==> src/icf_pkg.sv <==
package icf_pkg;

	// Time base: one timestamp unit is one millisecond.
	localparam int unsigned CLK_PERIOD_NS = 10;
	localparam int unsigned MS_NS         = 1000000;
	localparam int unsigned TICK_CYCLES   = MS_NS / CLK_PERIOD_NS;

	// Register byte offsets.
	localparam logic [7:0] REG_DEBOUNCE = 8'h00;
	localparam logic [7:0] REG_WINDOW   = 8'h04;
	localparam logic [7:0] REG_THRESH   = 8'h08;
	localparam logic [7:0] REG_LOCKOUT  = 8'h0C;
	localparam logic [7:0] REG_STATUS   = 8'h10;
	localparam logic [7:0] REG_EVT_TIME = 8'h14;
	localparam logic [7:0] REG_EVT_INFO = 8'h18;
	localparam logic [7:0] REG_IRQ_STAT = 8'h1C;
	localparam logic [7:0] REG_IRQ_CLR  = 8'h20;
	localparam logic [7:0] REG_IRQ_EN   = 8'h24;
	localparam logic [7:0] REG_NOW      = 8'h28;

	// Reset values, in milliseconds and events.
	localparam logic [15:0] DEBOUNCE_RST = 16'h00FA;
	localparam logic [15:0] WINDOW_RST   = 16'h03E8;
	localparam logic [7:0]  THRESH_RST   = 8'h04;
	localparam logic [15:0] LOCKOUT_RST  = 16'h0320;

	// Status field positions.
	localparam int ST_STATE   = 0;
	localparam int ST_BLOCKED = 1;
	localparam int ST_PEND    = 2;
	localparam int ST_CNT_LSB = 8;
	localparam int ST_LVL_LSB = 16;

	// Interrupt status bits.
	localparam int IRQ_EVENT   = 0;
	localparam int IRQ_BLOCK   = 1;
	localparam int IRQ_RELEASE = 2;
	localparam int IRQ_OVFL    = 3;
	localparam int IRQ_W       = 4;

	// Event queue depth.
	localparam int QUEUE_AW    = 4;
	localparam int QUEUE_DEPTH = 16;

	typedef struct packed {
		logic [31:0] ts;
		logic        state;
		logic        block;
	} icf_evt_t;

endpackage

==> src/icf_top.sv <==
// The Wishbone slave port and the placing of the registers were chosen for this implementation.
`timescale 1ns/1ps
// How it works
// - Report change only after debounce time.
// - Timestamp is the physical transition instant.
// - Pulses shorter than debounce are discarded.
// - Unblocked events enqueue immediately, bump counter.
// - Events within window keep accumulating count.
// - Gap over window restarts count at one.
// - Count reaching threshold blocks further events.
// - Block holds until input stable past lockout.
// - Transition during lockout restarts lockout timer.
// - Lockout expiry enqueues block-off, same state.
// - Release timestamp is now minus debounce.
// - After release, transitions pass and count again.
module icf_top
	import icf_pkg::*;
#(
	parameter int unsigned TICK_LEN = TICK_CYCLES
)(
	// Clock and reset.
	input  wire logic        core_clk,
	input  wire logic        nrst,
	// Field input.
	input  wire logic        field_in,
	// Wishbone slave.
	input  wire logic        wb_cyc_i,
	input  wire logic        wb_stb_i,
	input  wire logic        wb_we_i,
	input  wire logic [7:0]  wb_adr_i,
	input  wire logic [3:0]  wb_sel_i,
	input  wire logic [31:0] wb_dat_i,
	output logic      [31:0] wb_dat_o,
	output logic             wb_ack_o,
	// Interrupt.
	output logic             irq
);

	logic [16:0] tick_cnt;
	logic        tick;
	logic [31:0] now;
	logic [15:0] debounce;
	logic [15:0] window;
	logic [7:0]  thresh;
	logic [15:0] lockout;
	logic        deb_state;
	logic        pending;
	logic [15:0] dcnt;
	logic [31:0] edge_ts;
	logic        raw_q;
	logic        blocked;
	logic [7:0]  ccnt;
	logic [31:0] last_ts;
	logic [15:0] lcnt;
	logic [IRQ_W-1:0] irq_stat;
	logic [IRQ_W-1:0] irq_en;
	icf_evt_t    queue [QUEUE_DEPTH];
	logic [QUEUE_AW:0] wr_ptr;
	logic [QUEUE_AW:0] rd_ptr;

	function automatic logic [QUEUE_AW-1:0] qidx(input logic [QUEUE_AW:0] p);
		return p[QUEUE_AW-1:0];
	endfunction

	// Millisecond time base.
	assign tick = (tick_cnt == 17'(TICK_LEN - 1));

	always_ff @(posedge core_clk or negedge nrst)
		if (!nrst)
		begin
			tick_cnt <= 17'h00000;
			now      <= 32'h00000000;
		end
		else
		begin
			tick_cnt <= tick ? 17'h00000 : tick_cnt + 17'h00001;
			now      <= tick ? now + 32'h00000001 : now;
		end

	// Debounce: a change is accepted on the tick that brings its tick count to the setting; the first tick may be partial.
	wire differs   = (field_in != deb_state);
	wire start     = differs && !pending;
	wire cancel    = pending && !differs;
	wire deb_done  = pending && differs && (debounce == 16'h0000 || (tick && dcnt + 16'h0001 >= debounce));
	wire deb_evt   = deb_done;
	wire raw_edge  = (field_in != raw_q);

	always_ff @(posedge core_clk or negedge nrst)
		if (!nrst)
		begin
			deb_state <= 1'b0;
			pending   <= 1'b0;
			dcnt      <= 16'h0000;
			edge_ts   <= 32'h00000000;
			raw_q     <= 1'b0;
		end
		else
		begin
			raw_q <= field_in;
			if (start)
			begin
				pending <= 1'b1;
				dcnt    <= 16'h0000;
				edge_ts <= now;
			end
			else if (cancel)
				pending <= 1'b0;
			else if (deb_done)
			begin
				pending   <= 1'b0;
				deb_state <= field_in;
			end
			else if (pending && tick)
				dcnt <= dcnt + 16'h0001;
		end

	// Chatter counting and blocking.
	wire [31:0] gap      = edge_ts - last_ts;
	wire        restart  = (gap > {16'h0000, window});
	wire [7:0]  cnt_inc  = (ccnt == 8'hFF) ? ccnt : ccnt + 8'h01;
	wire [7:0]  next_cnt = restart ? 8'h01 : cnt_inc;
	wire        pass     = deb_evt && !blocked;
	wire        trip     = pass && (next_cnt >= thresh);
	wire        lock_inc = tick && (lcnt != 16'hFFFF);
	wire        release_evt = blocked && !raw_edge && tick && (lcnt + 16'h0001 > lockout);

	always_ff @(posedge core_clk or negedge nrst)
		if (!nrst)
		begin
			blocked <= 1'b0;
			ccnt    <= 8'h00;
			last_ts <= 32'h00000000;
			lcnt    <= 16'h0000;
		end
		else
		begin
			if (pass)
			begin
				ccnt    <= next_cnt;
				last_ts <= edge_ts;
			end
			if (trip)
			begin
				blocked <= 1'b1;
				lcnt    <= 16'h0000;
			end
			else if (blocked && raw_edge)
				lcnt <= 16'h0000;
			else if (release_evt)
			begin
				blocked <= 1'b0;
				ccnt    <= 8'h00;
			end
			else if (blocked && lock_inc)
				lcnt <= lcnt + 16'h0001;
		end

	// Event queue write side: only one source can push in a cycle.
	icf_evt_t push_data;
	wire      push  = pass || release_evt;
	wire      full  = (wr_ptr == {~rd_ptr[QUEUE_AW], rd_ptr[QUEUE_AW-1:0]});
	wire      empty = (wr_ptr == rd_ptr);
	wire [QUEUE_AW:0] level = wr_ptr - rd_ptr;

	assign push_data.ts    = release_evt ? now - {16'h0000, debounce} : edge_ts;
	assign push_data.state = release_evt ? deb_state : field_in;
	assign push_data.block = release_evt ? 1'b0 : trip;

	// Bus decode.
	wire      req   = wb_cyc_i && wb_stb_i && !wb_ack_o;
	wire      wr    = req && wb_we_i;
	wire      pop   = wr && (wb_adr_i == REG_EVT_INFO) && !empty;
	icf_evt_t head;
	assign head = queue[qidx(rd_ptr)];

	always_ff @(posedge core_clk)
		if (push && !full)
			queue[qidx(wr_ptr)] <= push_data;

	always_ff @(posedge core_clk or negedge nrst)
		if (!nrst)
		begin
			wr_ptr <= '0;
			rd_ptr <= '0;
		end
		else
		begin
			if (push && !full)
				wr_ptr <= wr_ptr + 1'b1;
			if (pop)
				rd_ptr <= rd_ptr + 1'b1;
		end

	// Interrupt sources; a set in the clearing cycle wins.
	wire [IRQ_W-1:0] irq_set = {push && full, release_evt, trip, push && !full};
	wire [IRQ_W-1:0] irq_clr = (wr && wb_adr_i == REG_IRQ_CLR && wb_sel_i[0]) ? wb_dat_i[IRQ_W-1:0] : '0;

	always_ff @(posedge core_clk or negedge nrst)
		if (!nrst)
			irq_stat <= '0;
		else
			irq_stat <= (irq_stat & ~irq_clr) | irq_set;

	assign irq = |(irq_stat & irq_en);

	// Register writes; the setting and enable words are written only with all byte lanes.
	wire wr_all = wr && (wb_sel_i == 4'hF);

	always_ff @(posedge core_clk or negedge nrst)
		if (!nrst)
		begin
			debounce <= DEBOUNCE_RST;
			window   <= WINDOW_RST;
			thresh   <= THRESH_RST;
			lockout  <= LOCKOUT_RST;
			irq_en   <= '0;
		end
		else if (wr_all)
			case (wb_adr_i)
				REG_DEBOUNCE: debounce <= wb_dat_i[15:0];
				REG_WINDOW:   window   <= wb_dat_i[15:0];
				REG_THRESH:   thresh   <= wb_dat_i[7:0];
				REG_LOCKOUT:  lockout  <= wb_dat_i[15:0];
				REG_IRQ_EN:   irq_en   <= wb_dat_i[IRQ_W-1:0];
				default:      ;
			endcase

	// Read mux; unmapped addresses read zero and are still acknowledged.
	logic [31:0] rd_val;
	always_comb
	begin
		rd_val = 32'h00000000;
		case (wb_adr_i)
			REG_DEBOUNCE: rd_val[15:0] = debounce;
			REG_WINDOW:   rd_val[15:0] = window;
			REG_THRESH:   rd_val[7:0]  = thresh;
			REG_LOCKOUT:  rd_val[15:0] = lockout;
			REG_STATUS:
			begin
				rd_val[ST_STATE]   = deb_state;
				rd_val[ST_BLOCKED] = blocked;
				rd_val[ST_PEND]    = pending;
				rd_val[ST_CNT_LSB +: 8] = ccnt;
				rd_val[ST_LVL_LSB +: QUEUE_AW+1] = level;
			end
			REG_EVT_TIME: rd_val = empty ? 32'h00000000 : head.ts;
			REG_EVT_INFO: rd_val[2:0] = {!empty, empty ? 2'b00 : {head.block, head.state}};
			REG_IRQ_STAT: rd_val[IRQ_W-1:0] = irq_stat;
			REG_IRQ_EN:   rd_val[IRQ_W-1:0] = irq_en;
			REG_NOW:      rd_val = now;
			default:      rd_val = 32'h00000000;
		endcase
	end

	always_ff @(posedge core_clk or negedge nrst)
		if (!nrst)
		begin
			wb_ack_o <= 1'b0;
			wb_dat_o <= 32'h00000000;
		end
		else
		begin
			wb_ack_o <= req;
			wb_dat_o <= (req && !wb_we_i) ? rd_val : 32'h00000000;
		end
endmodule

==> config.mk <==
export PLATFORM = sky130hd
export DESIGN_NAME = icf_top
export DESIGN_NICKNAME = d
export VERILOG_FILES = /design/src/icf_pkg.sv /design/src/icf_top.sv
export SDC_FILE = /design/constraint.sdc
export NUM_CORES = 1
export LEC_CHECK = 0
export BUFFER_PORTS_ARGS = -buffer_cell sky130_fd_sc_hd__buf_2
export CAP_MARGIN = 15
export CELL_PAD_IN_SITES_DETAIL_PLACEMENT = 0
export CELL_PAD_IN_SITES_GLOBAL_PLACEMENT = 1
export CORE_ASPECT_RATIO = 0.6
export CORE_MARGIN = 4
export CORE_UTILIZATION = 39
export CTS_BUF_LIST = sky130_fd_sc_hd__clkbuf_16
export CTS_CLUSTER_SIZE = 40
export DETAILED_ROUTE_END_ITERATION = 6
export HOLD_SLACK_MARGIN = 0.05
export PLACE_DENSITY_LB_ADDON = 0.1
export SLEW_MARGIN = 20
export SYNTH_ARGS = -nofsm -noshare
export SYNTH_HDL_FRONTEND = slang
export SYNTH_SLANG_ARGS = --single-unit
==> constraint.sdc <==
create_clock -name core_clk -period 8 [get_ports core_clk]
set_input_delay 1.6 -clock core_clk [delete_from_list [all_inputs] [get_ports core_clk]]
set_output_delay 1.6 -clock core_clk [all_outputs]
set_load 0.03 [all_outputs]
==> metrics.txt, run 1 <==
status=finished clean; iteration count of the initial detailed-routing pass=6; Synth async-reset ratio=32.7%; Post-Route Setup TNS=0 ns; Least-Margin Pin Slew=1.10 ns; ANT nets after route=0; CTS tree=done; Final Cell Area=approximately 0.043 mm^2; cell area power density=203 mW/mm^2; slowest stage delay, CP=0.79 ns; Final nets=approximately 3100; commonest register cell after synthesis=edfxtp_1; final WL=around 110000 um; CP Data Arrival Time=8.12 ns; Post-CTS Setup Repair Bufs=0; R2R Path Start=edge_ts[6]; Root Driver=clkbuf_16; post-route minimum period=7.53 ns; IO Pins=84; core area=0.0963 mm^2; Worst Setup SP=edge_ts[6]; cts repair resizes=0; maximum buffer depth of the clock tree=3; Post-CTS Hold Buffers=0; die area=0.103 mm^2; GP Congestion=0.890; final setup vio count=0; register area share after synthesis=between 60% and 70%; fin crit share=a little over nine tenths; crit start category=flip-flop; max-cap viol count=0; Fmax achieved=133 MHz; DP Wirelength=77000 um; Residual DRC=0; Max VDD drop=between 0.1 and 0.15 mV; Starting Density=39.5%; FP Rows=88; CP Max Fanout=16; Top Family by Delay on Critical Path=compound AO/OA/AOI/OAI gates; grt total ovfl=0; # port buffers=67; Total Routing Usage GR=22.2%; commonest cells after routing, fill and taps aside=edfxtp_1 (544), nand2_1 (268), dfrtp_1 (245); crit path kind=reg -> reg; 1st-iter DRT viols=2531; # placed instances=4131; share of cells above drive strength 1=~19%; Avg Cell Area, Syn=13.5 um^2; DP Area=0.0403 mm^2; Finished Layout Cells=4281; synthesized instance count=2807; worst skew pair latency=0.67 ns; Worst Path Required=8.59 ns; vias in the first global route=24000; initial antenna violation count=6; Fin. Hold Viols=0; RSZ-0062 raised after global routing=no; Worst setup EP type=flip-flop; Die W=approximately 400 um; Static Leak=15.3 nW; flops & latches, synth=808; Netlist cell types=85; Post-Syn Area=0.0380 mm^2; Final Max Tran Viols=0; HP Start=tick_cnt[0]; Num CTS Buffers=80; FILL cells=8659; die height=250 um; Max transition margin=27.0%; Synth warnings=0; H-Tree Depth=3; critical path's slowest cell=or4b_1; largest net degree at the start of global routing=132; most used cell, CP=a21o_1; P&R area growth vs syn=12.9%; most common cell after layout, fill and taps aside=edfxtp_1; first-pass GRT wire length=between 150000 and 200000 um; syn_nets=approximately 3000; worst hold path class=reg -> reg; Vias/cell=around 5.7; clk slew on worst S/H paths=0.06 ns; routed len/inst=26.8 um; Buffers & Inverters on Critical Path=1; vias post-DR=24500; Clock Sinks=808; clk_skew=approximately 0.033 ns; EDFF count, synth=544
==> cells in the mapped netlist (41+ instances only) <==
library cell | number | area (um^2)
nor2_1 | 146 | 548
dfrtp_1 | 248 | 6210
mux2_2 | 41 | 462
o21ai_0 | 194 | 971
a21oi_1 | 75 | 375
nor3_1 | 44 | 220
edfxtp_1 | 544 | 16300
nand2_1 | 268 | 1010
mux4_2 | 170 | 3830
nand4_1 | 50 | 313
ha_1 | 120 | 1500
nand3_1 | 63 | 315
inv_1 | 131 | 492
xnor2_1 | 79 | 692
xor2_1 | 68 | 596
clkbuf_1 | 95 | 357
==> metal layers <==
layer  track usage, %  vias to the layer above  routed length [um]
li1                 -                    10900                   -
met1             35.4                    12600               56300
met2             31.8                      856               48500
met3             3.94                      146                7850
met4             4.10                        2                1950
met5                0                        -                  13
==> state kept, by name, summed over array words and instances (netlist names), 16 cells and up <==
register and flops:
dcnt 16, last_ts 32, debounce 16, wb_dat_o 32
window 16, lockout 16, edge_ts 32, now 32
tick_cnt 17, lcnt 16, queue 544
==> cell type report <==
type / count / area [um^2] / area share [%]
diodes: 2 / 5.00 / 0.0117
repair buffers: 148 / 978 / 2.28
inverters: 132 / 495 / 1.15
flip-flops and latches: 808 / 23000 / 53.5
clock buffers: 81 / 2030 / 4.72
multi-input cells: 1739 / 14200 / 33.1
clock inverters: 66 / 593 / 1.38
well taps: 1305 / 1630 / 3.80
==> final timing paths <==
check	end	depth (start not counted)	slack [ns]
max reg2reg	lcnt[8]	29	0.47
min in group asynchronous	lcnt[8]	1	0.90
min reg2reg	tick_cnt[0]	1	0.49
max	lcnt[8]	29	0.47
min	tick_cnt[0]	1	0.49
max in group asynchronous	last_ts[6]	2	5.75
==> logic make-up (layout without fill, tap and decap cells) <==
family / count (synthesis) / count (layout) / synth area share (%)
xor gates and xnor gates: 147 / 147 / 3.39
muxes: 217 / 217 / 11.4
and+or+nand+nor: 741 / 741 / 9.45
buffers and inverters: 260 / 427 / 2.64
DFF: 808 / 808 / 60.4
AOI/OAI and AO/OA: 511 / 511 / 8.57
adders and majority gates: 123 / 123 / 4.11
other: 0 / 2 / 0
==> power by group <==
group | internal [mW] | total, mW | switching [mW]
Sequential | 4.46 | 4.52 | 0.0627
Clock | 2.15 | 3.81 | 1.67
Combinational | 0.150 | 0.378 | 0.228
==> through the flow <==
stage / setup slack [ns] / power [mW] / hold WS [ns] / utilization, %
4_1_cts: 0.483 / 8.81 / 0.491 / 44.5
3_3_place_gp: 0.572 / 4.98 / 0.471 / 41.8
2_1_floorplan: 0.880 / 4.84 / 0.455 / -
6_report: 0.469 / 8.71 / 0.490 / 44.6
3_5_place_dp: 0.500 / 4.98 / 0.483 / 41.8
5_1_grt: 0.129 / 9.04 / 0.513 / 44.6
Power figures use the tool's default switching activity.
==> run 2, diff against run 1 <==
PLACE_DENSITY = 0.71   (was unset)
PLACE_DENSITY_LB_ADDON = unset   (was 0.1)
==> metrics.txt, run 2 (synthesis results as in run 1) <==
Final WS setup=0.472 ns (+0.00252 ns); Post-CTS Setup Repair Bufs=0 (unchanged); critical path's slowest cell=or4b_1; # placed instances=4122 (-0.22%); clk slew on worst S/H paths=0.07 ns (about the same); DP Wirelength=70700 um (-8.1%); post-route minimum period=7.53 ns (-0.00252 ns); fin crit share=94.1% (about the same); smallest hold slack=0.488 ns (-0.00175 ns); slowest stage delay, CP=0.79 ns (about the same); Fmax achieved=133 MHz (about the same); Worst Setup SP=edge_ts[0]; Finished Layout Cells=4260 (-0.49%); first-pass GRT wire length=159000 um (-4.8%); Post-Route Setup TNS=0 ns (unchanged); Worst setup EP type=flip-flop; final WL=107000 um (-6.9%); Num CTS Buffers=74 (-7.5%); Total Routing Usage GR=20.6% (-1.7 points); # port buffers=67 (unchanged); GP Congestion=0.913 (+2.6%); most used cell, CP=a21o_1; CTS tree=done; Die W=411 um (unchanged); status=finished with violations; hold path depth=1 (unchanged); die height=250 um (unchanged); largest reg by FF count=queue; worst skew pair latency=0.67 ns (about the same); routed len/inst=25.0 um (-6.4%); Least-Margin Pin Slew=1.17 ns (+0.0708 ns); Vias/cell=5.79 (+1.4%); most common cell after layout, fill and taps aside=edfxtp_1; Final nets=3066 (-0.52%); Final Max Tran Viols=0 (unchanged); iteration count of the initial detailed-routing pass=7 (+1); Fin. Hold Viols=0 (unchanged); post-placement setup slack=0.503 ns (+0.00379 ns); cts repair resizes=0 (unchanged); maximum buffer depth of the clock tree=3 (unchanged); R2R Path End=blocked; failing checks=design-rule violations; RSZ-0062 raised after global routing=no; max-cap viol count=0 (unchanged); vias post-DR=24700 (+0.92%); CP Max Fanout=18 (+2); flop-to-flop setup slack=0.47 ns (about the same); R2R Path Start=edge_ts[0]; Max VDD drop=0.182 mV (+30%); largest net degree at the start of global routing=167 (+27%); IO Pins=84 (unchanged); Max transition margin=22.1% (-4.9 points); final setup vio count=0 (unchanged); crit start category=flip-flop; HP Start=wr_ptr[4]; P&R area growth vs syn=12.3%; ANT nets after route=0 (unchanged); Ant. Diodes=0 (-2); die area=0.103 mm^2 (unchanged); cell area power density=200 mW/mm^2 (-1.6%); max FFs per register=544 (unchanged); Hold Crit Endpoint=wr_ptr[4]; Residual DRC=13 (+13); commonest cells after routing, fill and taps aside=edfxtp_1 (544), nand2_1 (268), dfrtp_1 (245); Worst Path Required=8.54 ns (-0.05 ns); worst hold path class=reg -> reg; initial antenna violation count=3 (-3); FP Rows=88 (unchanged); 1st-iter DRT viols=2973 (+17%); share of cells above drive strength 1=18.3% (-0.22 points); core area=0.0963 mm^2 (unchanged); CP Data Arrival Time=8.07 ns (-0.05 ns); crit path kind=reg -> reg; H-Tree Depth=3 (unchanged); grt total ovfl=0 (unchanged); vias in the first global route=23900 (-0.25%); Post-CTS Hold Buffers=0 (unchanged); Root Driver=clkbuf_16; Static Leak=15.1 nW (-0.76%); clk_skew=0.0221 ns (-0.0107 ns); Worst R2R Path Depth=30 (+3.4%); Clock Sinks=808 (unchanged); Starting Density=39.5% (unchanged)
-- run 2: cell count changes in the layout (fill, tap and decap cells not counted), moves of 2 or more --
cell / previous run / this run
clkbuf_16: 81 / 77
clkinv_2: 14 / 16
inv_6: 0 / 3
buf_4: 78 / 67
o21ai_0: 191 / 189
clkinv_1: 14 / 5
bufinv_16: 9 / 6
diode_2: 2 / 0
o21ai_1: 6 / 8
inv_16: 2 / 5
-- run 2: critical path, delay by kind of cell (launching register included) --
| family | cells | cell delay, ns |
|---|---|---|
| AOI/OAI and AO/OA | 13 | 2.63 |
| xor gates and xnor gates | 1 | 0.14 |
| adders and majority gates | 4 | 1.20 |
| buffers and inverters | 1 | 0.07 |
| DFF | 1 | 0.37 |
| and+or+nand+nor | 11 | 2.96 |
-- run 2: worst max path at each step --
stage | to | slack, ns | depth (start not counted)
after floorplan | queue[11][0] | 0.88 | 18
after global placement | blocked | 0.68 | 29
after detailed placement | blocked | 0.50 | 28
after CTS | blocked | 0.47 | 28
after global routing | blocked | 0.06 | 30
final | blocked | 0.47 | 30
-- run 2: layer usage --
layer  GRT usage (%)  part of all wire [%]
met5               0                     0
met4            4.45                   1.8
met3            4.70                   9.4
met2            29.4                    43
met1            31.8                    46
-- run 2: where the power goes --
part	internal, mW	switching, mW	total (mW)
clock network	1.98	1.65	3.63
logic	0.151	0.221	0.372
registers	4.46	0.0668	4.52
total	6.58	1.94	8.52
-- run 2: layout make-up --
class / count / area [um^2]
Fill cell: 8491 / 53700
Sequential cell: 808 / 23000
Multi-Input combinational cell: 1739 / 14200
Clock buffer: 77 / 1930
Tap cell: 1305 / 1630
Timing Repair Buffer: 138 / 905
Clock inverter: 61 / 523
Inverter: 132 / 495
-- run 2: stage by stage --
| step | utilization, % | power (mW) | area, um^2 |
|---|---|---|---|
| after floorplan | - | 4.84 | 38000 |
| after global placement | 41.7 | 4.96 | 40200 |
| after detailed placement | 41.8 | 4.98 | 40200 |
| after CTS | 44.3 | 8.58 | 42700 |
| after global routing | 44.3 | 8.82 | 42700 |
| final | 44.3 | 8.52 | 42700 |
==> run 3, diff against run 2 <==
PLACE_DENSITY = unset   (was 0.71)
PLACE_DENSITY_LB_ADDON = 0.25   (was unset)
==> metrics.txt, run 3 (synthesis results as in run 1) <==
Final nets=3084 (+0.59%); max FFs per register=544 (unchanged); largest reg by FF count=queue; Num CTS Buffers=74 (unchanged); clock share of power=41.1% (-1.4 points); Final Cell Area=0.0427 mm^2 (about the same); clk_skew=0.0252 ns (+0.00307 ns); worst hold path class=reg -> reg; Sw Share=22.4% (-0.30 points); clk slew on worst S/H paths=0.07 ns (about the same); crit start category=flip-flop; first-pass GRT wire length=162000 um (+2.1%); cts repair resizes=0 (unchanged); Flop pwr share=54.4% (+1.3 points); P&R area growth vs syn=12.2% (about the same); status=finished with violations; FP Rows=88 (unchanged); GRT met3 Usage=4.69% (-0.0063 points); Clock Sinks=808 (unchanged); smallest hold slack=0.497 ns (+0.00875 ns); vias in the first global route=23800 (-0.35%); ANT nets after route=0 (unchanged); iteration count of the initial detailed-routing pass=7 (unchanged); routed len/inst=25.8 um (+3.1%); failing checks=design-rule violations; final WL=110000 um (+3.4%); final setup vio count=0 (unchanged); Fmax achieved=138 MHz (+4.1%); DP Wirelength=74800 um (+5.7%); Combinational Power Share=4.5% (about the same); GP Congestion=0.931 (+2.0%); Total Routing Usage GR=21.3% (+0.76 points); CP Max Fanout=16 (-2); Static Leak=15.1 nW (about the same); IO Pins=84 (unchanged); grt total ovfl=0 (unchanged); Post-Route Setup TNS=0 ns (unchanged); initial antenna violation count=3 (unchanged); CTS tree=done; M1 GR Usage=34.4% (+2.6 points); Worst setup EP type=flip-flop; Cell Int Power=6.45 mW (-2.1%); Die W=411 um (unchanged); Max transition margin=26.7% (+4.7 points); Net Switching=1.87 mW (-3.7%); Final Max Tran Viols=0 (unchanged); critical path's slowest cell=or4b_1; share of cells above drive strength 1=18.4% (+0.054 points); Post-CTS Setup Repair Bufs=0 (unchanged); Vias/cell=5.81 (+0.25%); Residual DRC=6 (-7); # placed instances=4140 (+0.44%); FILL cells=8601 (+1.3%); GR peak layer=met1; fin crit share=90.4% (-3.7 points); maximum buffer depth of the clock tree=3 (unchanged); Tot Pwr=8.31 mW (-2.4%); cell area power density=195 mW/mm^2 (-2.4%); core area=0.0963 mm^2 (unchanged); GR Util met2=29.1% (-0.29 points); DP Area=0.0404 mm^2 (+0.34%); largest net degree at the start of global routing=106 (-37%); die height=250 um (unchanged); Fin. Hold Viols=0 (unchanged); Max VDD drop=0.144 mV (-21%); max-cap viol count=0 (unchanged); slowest stage delay, CP=0.75 ns (-0.04 ns); Root Driver=clkbuf_16; Finished Layout Cells=4274 (+0.33%); 1st-iter DRT viols=3047 (+2.5%); Post-CTS Hold Buffers=0 (unchanged); Starting Density=39.5% (unchanged); # port buffers=67 (unchanged); worst skew pair latency=0.65 ns (-0.02 ns); CP Data Arrival Time=7.80 ns (-0.27 ns); H-Tree Depth=3 (unchanged); Least-Margin Pin Slew=1.10 ns (-0.0698 ns); Worst Path Required=8.57 ns (+0.03 ns); die area=0.103 mm^2 (unchanged); crit path kind=reg -> reg; RSZ-0062 raised after global routing=no; commonest cells after routing, fill and taps aside=edfxtp_1 (544), nand2_1 (268), dfrtp_1 (245); vias post-DR=24800 (+0.58%); most used cell, CP=a21o_1; most common cell after layout, fill and taps aside=edfxtp_1; post-route minimum period=7.24 ns (-0.293 ns)
run 3: routing by layer:
| metal | share of wire, % | vias to the layer above | wire, um |
|---|---|---|---|
| met5 | 0 | - | 0 |
| met3 | 8.9 | 118 | 9850 |
| li1 | - | 10900 | - |
| met1 | 48 | 12800 | 53300 |
| met2 | 41 | 1055 | 45200 |
| met4 | 1.8 | 0 | 1970 |
run 3: cell type report:
| cell class | count | area [um^2] | share of cell area, % |
|---|---|---|---|
| flip-flops and latches | 808 | 23000 | 53.8 |
| multi-input cells | 1739 | 14200 | 33.3 |
| clock buffers | 78 | 1950 | 4.58 |
| well taps | 1305 | 1630 | 3.83 |
| repair buffers | 156 | 1040 | 2.43 |
| inverters | 132 | 495 | 1.16 |
| clock inverters | 55 | 347 | 0.812 |
| diodes | 1 | 2.50 | 0.00587 |
run 3: final timing paths:
path | startpoint | to | slack (ns) | cells past startpoint
setup / recovery | edge_ts[6] | lcnt[11] | 0.76 | 30
hold / removal | tick_cnt[0] | tick_cnt[0] | 0.50 | 1
setup reg to reg | edge_ts[6] | lcnt[11] | 0.76 | 30
hold reg to reg | tick_cnt[0] | tick_cnt[0] | 0.50 | 1
max in group asynchronous | nrst | rd_ptr[0] | 5.52 | 2
min in group asynchronous | nrst | lcnt[9] | 0.99 | 1
run 3: critical path, delay by kind of cell, from the launching register on:
kind                       cells  cell delay, ns
buffers and inverters          2            0.43
xor gates and xnor gates       1            0.17
and+or+nand+nor               11            2.23
DFF                            1            0.42
adders and majority gates      3            0.93
AOI/OAI and AO/OA             13            2.93
run 3: power by group through the flow:
stage	Sequential [mW]	Combinational (mW)	Clock [mW]
after floorplan	4.59	0.254	0
after global placement	4.60	0.364	0
after detailed placement	4.61	0.374	0
after CTS	4.52	0.377	3.50
after global routing	4.53	0.423	3.67
final	4.52	0.377	3.42
run 3: through the flow:
stage | worst slack [ns] | util, %
floorplan | 0.880 | -
global placement | 0.867 | 41.9
detailed placement | 0.868 | 41.9
CTS | 0.833 | 44.3
global route | 0.305 | 44.3
finish | 0.765 | 44.3
